[src/verilog/scan_tap_pkg.sv]
package scan_tap_pkg;

  // ---------------------------------------------------------------------------
  // Register widths and instruction codes
  // ---------------------------------------------------------------------------
  localparam int INSTR_W    = 3;
  localparam int ID_W       = 32;
  localparam int CHAIN_W    = 109;
  localparam int TLR_ONES   = 5;
  localparam int SYNC_W     = 2;

  localparam logic [2:0] OP_EXT_TEST = 3'h0;
  localparam logic [2:0] OP_IDENT    = 3'h1;
  localparam logic [2:0] OP_SAMPLE_Z = 3'h2;
  localparam logic [2:0] OP_PRELOAD  = 3'h4;
  localparam logic [2:0] OP_BYPASS   = 3'h7;

  // Capture-IR pattern: low two bits are 01.
  localparam logic [2:0] IR_CAPTURE  = 3'h1;

  // Arbitrary identification value, not that of any real part.
  localparam logic [31:0] ID_VALUE_DEFAULT = 32'h0000_0001;

  // ---------------------------------------------------------------------------
  // Timing
  // ---------------------------------------------------------------------------
  localparam int CLK_PERIOD_PS     = 8000;
  localparam int TDO_VALID_MAX_NS  = 20;
  localparam int TDO_VALID_CYC     = (TDO_VALID_MAX_NS * 1000) / CLK_PERIOD_PS;

  typedef enum logic [3:0] {
    ST_RESET      = 4'b0000,
    ST_IDLE       = 4'b0001,
    ST_SEL_DR     = 4'b0010,
    ST_CAP_DR     = 4'b0011,
    ST_SHIFT_DR   = 4'b0100,
    ST_EXIT1_DR   = 4'b0101,
    ST_PAUSE_DR   = 4'b0110,
    ST_EXIT2_DR   = 4'b0111,
    ST_UPD_DR     = 4'b1000,
    ST_SEL_IR     = 4'b1001,
    ST_CAP_IR     = 4'b1010,
    ST_SHIFT_IR   = 4'b1011,
    ST_EXIT1_IR   = 4'b1100,
    ST_PAUSE_IR   = 4'b1101,
    ST_EXIT2_IR   = 4'b1110,
    ST_UPD_IR     = 4'b1111
  } tap_state_t;

  // Serial pins, already synchronised.
  typedef struct packed {
    logic tck;
    logic tms;
    logic tdi;
  } scan_pins_t;

  // One shifted-in boundary word travelling to the update stage.
  typedef struct packed {
    logic [CHAIN_W-1:0] bits;
  } chain_word_t;

endpackage

[src/verilog/scan_word_fifo.sv]
`timescale 1ns/10ps
`default_nettype none
module scan_word_fifo #(
  parameter int WIDTH = 8,
  parameter int DEPTH = 4
) (
  input  wire logic             clk,
  input  wire logic             sys_rst,
  input  wire logic             in_valid,
  output logic                  in_ready,
  input  wire logic [WIDTH-1:0] in_data,
  output logic                  out_valid,
  input  wire logic             out_ready,
  output logic      [WIDTH-1:0] out_data
);
  localparam int AW = (DEPTH > 1) ? $clog2(DEPTH) : 1;

  logic [WIDTH-1:0] mem_q [DEPTH];
  logic [AW-1:0]    wr_q, wr_d, rd_q, rd_d;
  logic [AW:0]      cnt_q, cnt_d;
  logic             push, pop;

  always_comb begin
    push  = in_valid && (cnt_q != (AW+1)'(DEPTH));
    pop   = out_ready && (cnt_q != '0);
    wr_d  = wr_q;
    rd_d  = rd_q;
    cnt_d = cnt_q;
    if (push) begin
      wr_d = (wr_q == AW'(DEPTH - 1)) ? '0 : wr_q + AW'(1);
    end
    if (pop) begin
      rd_d = (rd_q == AW'(DEPTH - 1)) ? '0 : rd_q + AW'(1);
    end
    if (push && !pop) begin
      cnt_d = cnt_q + (AW+1)'(1);
    end else if (pop && !push) begin
      cnt_d = cnt_q - (AW+1)'(1);
    end
  end

  always_ff @(posedge clk or posedge sys_rst) begin
    if (sys_rst) begin
      wr_q  <= '0;
      rd_q  <= '0;
      cnt_q <= '0;
    end else begin
      wr_q  <= wr_d;
      rd_q  <= rd_d;
      cnt_q <= cnt_d;
    end
  end

  always_ff @(posedge clk) begin
    if (push) begin
      mem_q[wr_q] <= in_data;
    end
  end

  assign in_ready  = (cnt_q != (AW+1)'(DEPTH));
  assign out_valid = (cnt_q != '0);
  assign out_data  = mem_q[rd_q];
endmodule
`default_nettype wire

[src/verilog/sram_boundary_scan_tap.sv]
`timescale 1ns/10ps
`default_nettype none
// Operation
// EXTEST drives chain onto outputs, captures inputs.
// EXTEST at Update-IR enables drivers, drives preload.
// Controller preloads first vector before EXTEST.
// Output register contents undefined during EXTEST.
// System reapplies power-up after EXTEST.
// IDCODE captures fixed value, shifts 32 bits.
// IDCODE loaded at power-up and Test-Logic-Reset.
// SAMPLE-Z forces all memory outputs high-Z.
// SAMPLE-Z captures input pins, shifts 109-bit chain.
// Clock recovery needed after leaving SAMPLE-Z.
// Reserved codes 011, 101, 110 never loaded.
// SAMPLE/PRELOAD captures pins, shifts chain.
// Capturing changing pins is harmless, maybe unrepeatable.
// BYPASS gives one-bit path.
// Pins stable across capture window.
// Inputs on rising edge, output on falling.
// Five TMS highs force Test-Logic-Reset.
// Controller reset at power-up.
// Undriven TDI and TMS read as one.
// Sixteen-state controller, LSB-first shifting.
// Capture-IR loads pattern ending 01.
module sram_boundary_scan_tap
  import scan_tap_pkg::*;
#(
  parameter logic [ID_W-1:0] ID_VALUE = ID_VALUE_DEFAULT,
  parameter int              FIFO_DEPTH = 4
) (
  input  wire logic               clk,
  input  wire logic               sys_rst,
  input  wire logic               tck,
  input  wire logic               tms,
  input  wire logic               tms_drv,
  input  wire logic               tdi,
  input  wire logic               tdi_drv,
  output logic                    tdo,
  output logic                    tdo_oe,
  input  wire logic [CHAIN_W-1:0] pin_state,
  output logic      [CHAIN_W-1:0] pin_drive,
  output logic                    pin_test_oe,
  output logic                    mem_out_hiz,
  output logic                    mem_out_corrupt
);

  // ---------------------------------------------------------------------------
  // Pin synchronisers
  // ---------------------------------------------------------------------------
  // The drive-sense inputs are synchronised beside their pins and combined
  // only afterwards, so no gate ever reads a pin that has not been flopped.
  logic [4:0]         sync1_q, sync2_q;
  logic               tck_s, tms_s, tms_drv_s, tdi_s, tdi_drv_s;
  logic               tck_prev_q;
  logic [CHAIN_W-1:0] cap1_q, cap2_q;
  scan_pins_t         pins;

  // Undriven test pins count as one, so a floating pin cannot walk the
  // controller out of reset.
  always_comb begin
    {tck_s, tms_s, tms_drv_s, tdi_s, tdi_drv_s} = sync2_q;
    pins.tck = tck_s;
    pins.tms = tms_s | ~tms_drv_s;
    pins.tdi = tdi_s | ~tdi_drv_s;
  end

  // Boundary pins are asynchronous to this clock; double flopping only bounds
  // metastability, a changing pin may still give a different value each run.
  always_ff @(posedge clk or posedge sys_rst) begin
    if (sys_rst) begin
      sync1_q    <= '0;
      sync2_q    <= '0;
      tck_prev_q <= 1'b0;
      cap1_q     <= '0;
      cap2_q     <= '0;
    end else begin
      sync1_q    <= {tck, tms, tms_drv, tdi, tdi_drv};
      sync2_q    <= sync1_q;
      tck_prev_q <= pins.tck;
      cap1_q     <= pin_state;
      cap2_q     <= cap1_q;
    end
  end

  logic tck_rise, tck_fall;
  always_comb begin
    tck_rise = pins.tck & ~tck_prev_q;
    tck_fall = ~pins.tck & tck_prev_q;
  end

  // ---------------------------------------------------------------------------
  // Controller
  // ---------------------------------------------------------------------------
  tap_state_t st_q, st_d;

  // The test clock is oversampled, so each of its phases must last more than
  // one system clock; a shorter phase can fall between samples and lose an edge,
  // and the controller falls out of step with the host.

  always_comb begin
    st_d = st_q;
    if (tck_rise) begin
      case (st_q)
        ST_RESET:    st_d = pins.tms ? ST_RESET    : ST_IDLE;
        ST_IDLE:     st_d = pins.tms ? ST_SEL_DR   : ST_IDLE;
        ST_SEL_DR:   st_d = pins.tms ? ST_SEL_IR   : ST_CAP_DR;
        ST_CAP_DR:   st_d = pins.tms ? ST_EXIT1_DR : ST_SHIFT_DR;
        ST_SHIFT_DR: st_d = pins.tms ? ST_EXIT1_DR : ST_SHIFT_DR;
        ST_EXIT1_DR: st_d = pins.tms ? ST_UPD_DR   : ST_PAUSE_DR;
        ST_PAUSE_DR: st_d = pins.tms ? ST_EXIT2_DR : ST_PAUSE_DR;
        ST_EXIT2_DR: st_d = pins.tms ? ST_UPD_DR   : ST_SHIFT_DR;
        ST_UPD_DR:   st_d = pins.tms ? ST_SEL_DR   : ST_IDLE;
        ST_SEL_IR:   st_d = pins.tms ? ST_RESET    : ST_CAP_IR;
        ST_CAP_IR:   st_d = pins.tms ? ST_EXIT1_IR : ST_SHIFT_IR;
        ST_SHIFT_IR: st_d = pins.tms ? ST_EXIT1_IR : ST_SHIFT_IR;
        ST_EXIT1_IR: st_d = pins.tms ? ST_UPD_IR   : ST_PAUSE_IR;
        ST_PAUSE_IR: st_d = pins.tms ? ST_EXIT2_IR : ST_PAUSE_IR;
        ST_EXIT2_IR: st_d = pins.tms ? ST_UPD_IR   : ST_SHIFT_IR;
        ST_UPD_IR:   st_d = pins.tms ? ST_SEL_DR   : ST_IDLE;
        default:     st_d = ST_RESET;
      endcase
    end
  end

  always_ff @(posedge clk or posedge sys_rst) begin
    if (sys_rst) begin
      st_q <= ST_RESET;
    end else begin
      st_q <= st_d;
    end
  end

  // ---------------------------------------------------------------------------
  // Scan registers
  // ---------------------------------------------------------------------------
  logic [INSTR_W-1:0] instr_reg_q, instr_reg_d;
  logic [INSTR_W-1:0] ir_shift_q, ir_shift_d;
  logic               bypass_bit_reg_q, bypass_bit_reg_d;
  logic [ID_W-1:0]    maker_part_code_chain_q, maker_part_code_chain_d;
  logic [CHAIN_W-1:0] boundary_chain_q, boundary_chain_d;
  logic               is_ext_test, is_ident, is_sample_z, sel_chain;

  // Reserved codes raise none of these flags and so fall through to the
  // bypass path; a stray code then costs one stage and nothing else.
  always_comb begin
    is_ext_test = (instr_reg_q == OP_EXT_TEST);
    is_ident    = (instr_reg_q == OP_IDENT);
    is_sample_z = (instr_reg_q == OP_SAMPLE_Z);
    sel_chain   = is_ext_test || is_sample_z || (instr_reg_q == OP_PRELOAD);
  end

  // Both update states act on the rising tck edge that leaves them, so the
  // new instruction or vector has settled before the next shift begins.
  always_comb begin
    instr_reg_d             = instr_reg_q;
    ir_shift_d              = ir_shift_q;
    bypass_bit_reg_d        = bypass_bit_reg_q;
    maker_part_code_chain_d = maker_part_code_chain_q;
    boundary_chain_d        = boundary_chain_q;
    if (st_q == ST_RESET) begin
      instr_reg_d = OP_IDENT;
    end
    if (tck_rise) begin
      case (st_q)
        ST_CAP_IR: ir_shift_d = IR_CAPTURE;
        ST_SHIFT_IR: ir_shift_d = {pins.tdi, ir_shift_q[INSTR_W-1:1]};
        ST_UPD_IR: instr_reg_d = ir_shift_q;
        ST_CAP_DR: begin
          bypass_bit_reg_d = 1'b0;
          if (instr_reg_q == OP_IDENT) begin
            maker_part_code_chain_d = ID_VALUE;
          end
          if (sel_chain) begin
            boundary_chain_d = cap2_q;
          end
        end
        ST_SHIFT_DR: begin
          bypass_bit_reg_d = pins.tdi;
          if (instr_reg_q == OP_IDENT) begin
            maker_part_code_chain_d = {pins.tdi, maker_part_code_chain_q[ID_W-1:1]};
          end
          if (sel_chain) begin
            boundary_chain_d = {pins.tdi, boundary_chain_q[CHAIN_W-1:1]};
          end
        end
        default: begin
        end
      endcase
    end
  end

  always_ff @(posedge clk or posedge sys_rst) begin
    if (sys_rst) begin
      instr_reg_q             <= OP_IDENT;
      ir_shift_q              <= '0;
      bypass_bit_reg_q        <= 1'b0;
      maker_part_code_chain_q <= '0;
      boundary_chain_q        <= '0;
    end else begin
      instr_reg_q             <= instr_reg_d;
      ir_shift_q              <= ir_shift_d;
      bypass_bit_reg_q        <= bypass_bit_reg_d;
      maker_part_code_chain_q <= maker_part_code_chain_d;
      boundary_chain_q        <= boundary_chain_d;
    end
  end

  // ---------------------------------------------------------------------------
  // Update stage through the word buffer
  // ---------------------------------------------------------------------------
  // Update-DR pushes the chain into a small buffer that drains into the
  // drive latch one word per clock. A push that meets a full buffer is
  // dropped; at any legal test-clock rate the buffer is empty again long
  // before the next Update-DR, so this cannot happen in practice.
  chain_word_t fifo_in, fifo_out;
  logic        push_req, fifo_ready, fifo_valid;

  always_comb begin
    fifo_in.bits = boundary_chain_q;
    push_req = tck_rise && (st_q == ST_UPD_DR) && sel_chain && fifo_ready;
  end

  scan_word_fifo #(
    .WIDTH ($bits(chain_word_t)),
    .DEPTH (FIFO_DEPTH)
  ) u_fifo (
    .clk       (clk),
    .sys_rst   (sys_rst),
    .in_valid  (push_req),
    .in_ready  (fifo_ready),
    .in_data   (fifo_in),
    .out_valid (fifo_valid),
    .out_ready (1'b1),
    .out_data  (fifo_out)
  );

  // ---------------------------------------------------------------------------
  // Outputs
  // ---------------------------------------------------------------------------
  logic [CHAIN_W-1:0] drive_q, drive_d;
  logic tdo_q, tdo_d, tdo_oe_q, tdo_oe_d;
  logic test_oe_q, test_oe_d, hiz_q, hiz_d, corrupt_q, corrupt_d;
  logic shift_out;

  // Serial output source. The tdo flop trails the falling tck edge by up to
  // three system clocks, which a host at a fast test clock must allow for by
  // sampling late in the low phase.
  always_comb begin
    if (st_q == ST_SHIFT_IR) begin
      shift_out = ir_shift_q[0];
    end else if (is_ident) begin
      shift_out = maker_part_code_chain_q[0];
    end else if (sel_chain) begin
      shift_out = boundary_chain_q[0];
    end else begin
      shift_out = bypass_bit_reg_q;
    end
  end

  always_comb begin
    drive_d   = drive_q;
    tdo_d     = tdo_q;
    tdo_oe_d  = tdo_oe_q;
    if (fifo_valid) begin
      drive_d = fifo_out.bits;
    end
    if (tck_fall) begin
      tdo_oe_d = (st_q == ST_SHIFT_DR) || (st_q == ST_SHIFT_IR);
      tdo_d    = shift_out;
    end
    test_oe_d = is_ext_test;
    hiz_d     = is_sample_z || is_ext_test;
    corrupt_d = is_ext_test;
  end

  always_ff @(posedge clk or posedge sys_rst) begin
    if (sys_rst) begin
      drive_q   <= '0;
      tdo_q     <= 1'b0;
      tdo_oe_q  <= 1'b0;
      test_oe_q <= 1'b0;
      hiz_q     <= 1'b0;
      corrupt_q <= 1'b0;
    end else begin
      drive_q   <= drive_d;
      tdo_q     <= tdo_d;
      tdo_oe_q  <= tdo_oe_d;
      test_oe_q <= test_oe_d;
      hiz_q     <= hiz_d;
      corrupt_q <= corrupt_d;
    end
  end

  assign tdo             = tdo_q;
  assign tdo_oe          = tdo_oe_q;
  assign pin_drive       = drive_q;
  assign pin_test_oe     = test_oe_q;
  assign mem_out_hiz     = hiz_q;
  assign mem_out_corrupt = corrupt_q;

endmodule
`default_nettype wire

[config.mk]
export PLATFORM = sky130hd
export DESIGN_NAME = sram_boundary_scan_tap
export DESIGN_NICKNAME = d
export VERILOG_FILES = /design/src/verilog/scan_tap_pkg.sv /design/src/verilog/scan_word_fifo.sv /design/src/verilog/sram_boundary_scan_tap.sv
export SDC_FILE = /design/constraint.sdc
export NUM_CORES = 1
export LEC_CHECK = 0
export ABC_AREA = 0
export BUFFER_PORTS_ARGS = -buffer_cell sky130_fd_sc_hd__buf_2
export CORE_ASPECT_RATIO = 2
export CORE_MARGIN = 2
export CORE_UTILIZATION = 55
export DETAILED_ROUTE_END_ITERATION = 10
export PLACE_DENSITY = 0.81
export SETUP_SLACK_MARGIN = 0.5
export SKIP_LAST_GASP = 1
export SLEW_MARGIN = 20
export SYNTH_ARGS = -nofsm -noshare
export SYNTH_HDL_FRONTEND = slang
export SYNTH_SLANG_ARGS = --single-unit
[constraint.sdc]
create_clock -name clk -period 38.7 [get_ports clk]
set_input_delay 3.87 -clock clk [delete_from_list [all_inputs] [get_ports clk]]
set_output_delay 3.87 -clock clk [all_outputs]
set_load 0.01 [all_outputs]
==> impl_metrics.csv <==
group,metric,value,unit
run_status,status,"finished, final reports clean",
synthesis,synthMuxAreaShare,14.6,%
clock_network,cts_tree,"done",
global_routing,top_usage_layer,"met2",
finish,area_growth,13.7,%
min_path,hold_class,"reg2reg",
floorplanning,die_h,351,µm
floorplanning,fp-row-count,127,
synthesis,avgSynthCellArea,18.5,µm²
power,ir_worst_vdd,0.0505,mV
placed_design,port_buffers,229,
synthesis,synth_fa_ha_area_share,0.288,%
timing,setup_tns,0,ns
timing,setup_violations,0,
floorplanning,dieArea,62200,µm²
route,wl_per_cell,21.6,µm
synthesis,synth_ff_type,"dfrtp_1",
synthesis,ys_ff_latch,937,
setup_path,path_buf_inv,4,
route,drc,0,
setup_path,crit_path_start_kind,"primary input",
global_routing,antenna_found_initial,1,
setup_path,worstPathMaxFanout,150,
timing,finClkSkew,0.0207,ns
global_routing,use_met2,35.7,%
route,drt_first_iter_violations,999,
synthesis,ys_seq_area_share,77.6,%
floorplanning,ios,230,
route,dr.pass1.iters,7,
clock_network,postCtsSetupRepairBufs,0,
clock_network,cts_max_level,3,
power,p_leak,15.0,nW
global_routing,gr-usage-met1,26.8,%
finish,layout-drive-gt1-share,29.7,%
synthesis,yosys.area_share.simple,2.99,%
route,ant_nets,0,
timing,finalCriticalPeriod,5.81,ns
floorplanning,die_w,177,µm
route,vias_per_cell,5.62,
synthesis,yosys.area_share.xor_xnor,0.106,%
setup_path,crit_chain,"buf_2, inv_8, buf_12, buf_4",
global_routing,grt_pass1_wl,97800,µm
setup_path,crit_path_end_kind,"asynchronous set/reset pin",
synthesis,synth_cell_types,52,
setup_path,cp_top_family,"buffers and inverters",
power,powerDensity,66.5,nW/µm²
flow_run,drv_cap,0,
global_routing,grt_max_degree,151,
route,finalWirelength,61700,µm
setup_path,cpPeakStageDelay,0.87,ns
timing,rsz0062_at_grt,"no",
floorplanning,core,59700,µm²
clock_network,cts_resized,0,
synthesis,synth_async_sr_flop_share,53.5,%
synthesis,synth_top_family_by_area,"multiplexers",
global_routing,overflow,0,
clock_network,cts_hold_buf,0,
global_routing,grt_use_total,20.7,%
setup_path,crit_type,"in2async",
timing,hold_viol_final,0,
timing,min_period_over_period,15.0,%
synthesis,syn_area,33000,µm²
clock_network,cts_sinks,937,
timing,worst_pin_slew,1.03,ns
placed_design,gp_congestion,0.779,
setup_path,worstPathRequired,39.29,ns
synthesis,syn-instance-count,1785,
global_routing,globalRouteMet3Util,3.03,%
global_routing,grt_pass1_vias,17400,
clock_network,clk_pin_slew,0.06,ns
clock_network,root_buffer,"clkbuf_16",
synthesis,synth_edf_count,436,
timing,relSlewSlack,31.2,%
synthesis,syn_nets,1908,
placed_design,dp_hpwl,34700,µm
route,vias,16100,
clock_network,clock_latency,0.61,ns
setup_path,critPathSlowestCell,"buf_4",
timing,holdWs,0.333,ns
timing,slew_violations,0,
finish,antenna_cells,0,
finish,nNetsFinal,2146,
setup_path,cp_data_arrival_time,6.40,ns
timing,fmax,172,MHz
clock_network,clockBufferDepth,3,
clock_network,cts_buffers,77,
floorplanning,start_util,55.3,%
synthesis,synth_compound_area_share,2.90,%
synthesis,yosys_warnings,0,
-- metal layers --
layer  share of wire [%]  up-vias
met3                 4.6      119
met5                   0        -
met1                  39     8363
li1                    -     7095
met4                 3.3        0
met2                  53      502
-- synth_stat cells (all sizes together), types with 3 or more instances --
cell type,count,area [µm²]
mux4,109,2450
mux2i,108,1080
ha,6,75.1
mux2,114,1280
and2,4,25.0
nor3b,3,32.5
buf,62,362
clkbuf,29,109
a31oi,4,25.0
o21ai,147,736
nor3,4,20.0
nand2b,3,18.8
nor2b,3,18.8
edfxtp,436,13100
o22ai,3,18.8
inv,9,33.8
nand2,178,668
nor2,16,60.1
a21oi,8,40.0
nand3,6,30.0
dfrtp,500,12500
and3,3,18.8
-- metrics by stage --
step | worst slack [ns] | power (mW) | util [%] | instance area, µm² | instances
3_5_place_dp | 32.12 | 1.72 | 58.4 | 34900 | 2717
2_1_floorplan | 20.84 | 1.56 | - | 33000 | 1785
6_report | 32.89 | 2.50 | 62.9 | 37600 | 2861
4_1_cts | 32.78 | 2.53 | 62.8 | 37500 | 2860
3_3_place_gp | 32.21 | 1.70 | 58.4 | 34900 | 2717
5_1_grt | 32.36 | 2.60 | 62.9 | 37600 | 2861
-- sequential cells by signal, indices dropped and copies added, names as in the netlist, 2 cells and up --
register,cells
st_q,4
maker_part_code_chain_q,32
pin_drive,109
sync2_q,5
u_fifo.mem_q,436
u_fifo.rd_q,2
boundary_chain_q,109
cap2_q,109
instr_reg_q,3
u_fifo.wr_q,2
ir_shift_q,3
sync1_q,5
cap1_q,109
u_fifo.cnt_q,3
-- report_power, final --
part           leakage [nW]  switching (mW)  internal [mW]  total (mW)
combinational          3.04           0.238          0.262       0.499
sequential             10.6          0.0812           1.12        1.20
clock                  1.32           0.351          0.446       0.797
-- layout make-up --
type / count / area, µm²
clock buffer: 106 / 2320
sequential: 937 / 25600
clock inverter: 37 / 325
multi-input combinational: 748 / 6940
fill: 4165 / 22200
tap: 774 / 968
inverter: 9 / 41.3
timing repair buffer: 250 / 1330
-- final timing paths --
kind | from | endpoint | slack (ns) | cells after the start
max reg2reg | sync2_q[4]$_DFF_PP0_ | u_fifo.mem_q[3][21]$_DFFE_PP_ | 34.88 | 5
min | cap1_q[76]$_DFF_PP0_ | cap2_q[76]$_DFF_PP0_ | 0.33 | 0
min reg2reg | cap1_q[76]$_DFF_PP0_ | cap2_q[76]$_DFF_PP0_ | 0.33 | 0
max in group clk | pin_drive[0]$_DFFE_PP0P_ | pin_drive[0] | 33.63 | 1
min in group asynchronous | sys_rst | cap1_q[5]$_DFF_PP0_ | 3.43 | 2
max | sys_rst | cap1_q[68]$_DFF_PP0_ | 32.89 | 4
-- cell families (layout without fill, tap and decap cells) --
kind of cell | Yosys count | after routing
xor gates and xnor gates | 4 | 4
buffers and inverters | 100 | 402
and+or+nand+nor | 229 | 229
adders and majority gates | 7 | 7
muxes | 331 | 331
DFF | 937 | 937
AOI/OAI and AO/OA | 177 | 177
-- layout by cell type (no fill, tap or decap), types with 3 or more instances in the layout --
cell / count
nor2b_1: 3
nor2_1: 16
o22ai_1: 3
bufinv_16: 3
nand2b_1: 3
clkbuf_16: 85
edfxtp_1: 436
buf_4: 19
o21ai_1: 141
o21ai_0: 6
mux2_2: 112
a21oi_1: 8
nand3_1: 6
dfrtp_1: 498
nor3_1: 3
clkinv_1: 3
ha_1: 6
buf_2: 229
inv_1: 8
nand2_1: 178
a31oi_1: 4
clkinv_4: 6
clkbuf_1: 9
clkbuf_8: 11
and3_1: 3
inv_4: 3
mux4_2: 109
inv_6: 3
clkinv_2: 15
and2_4: 4
mux2i_1: 108
Power figures use the tool's default switching activity.
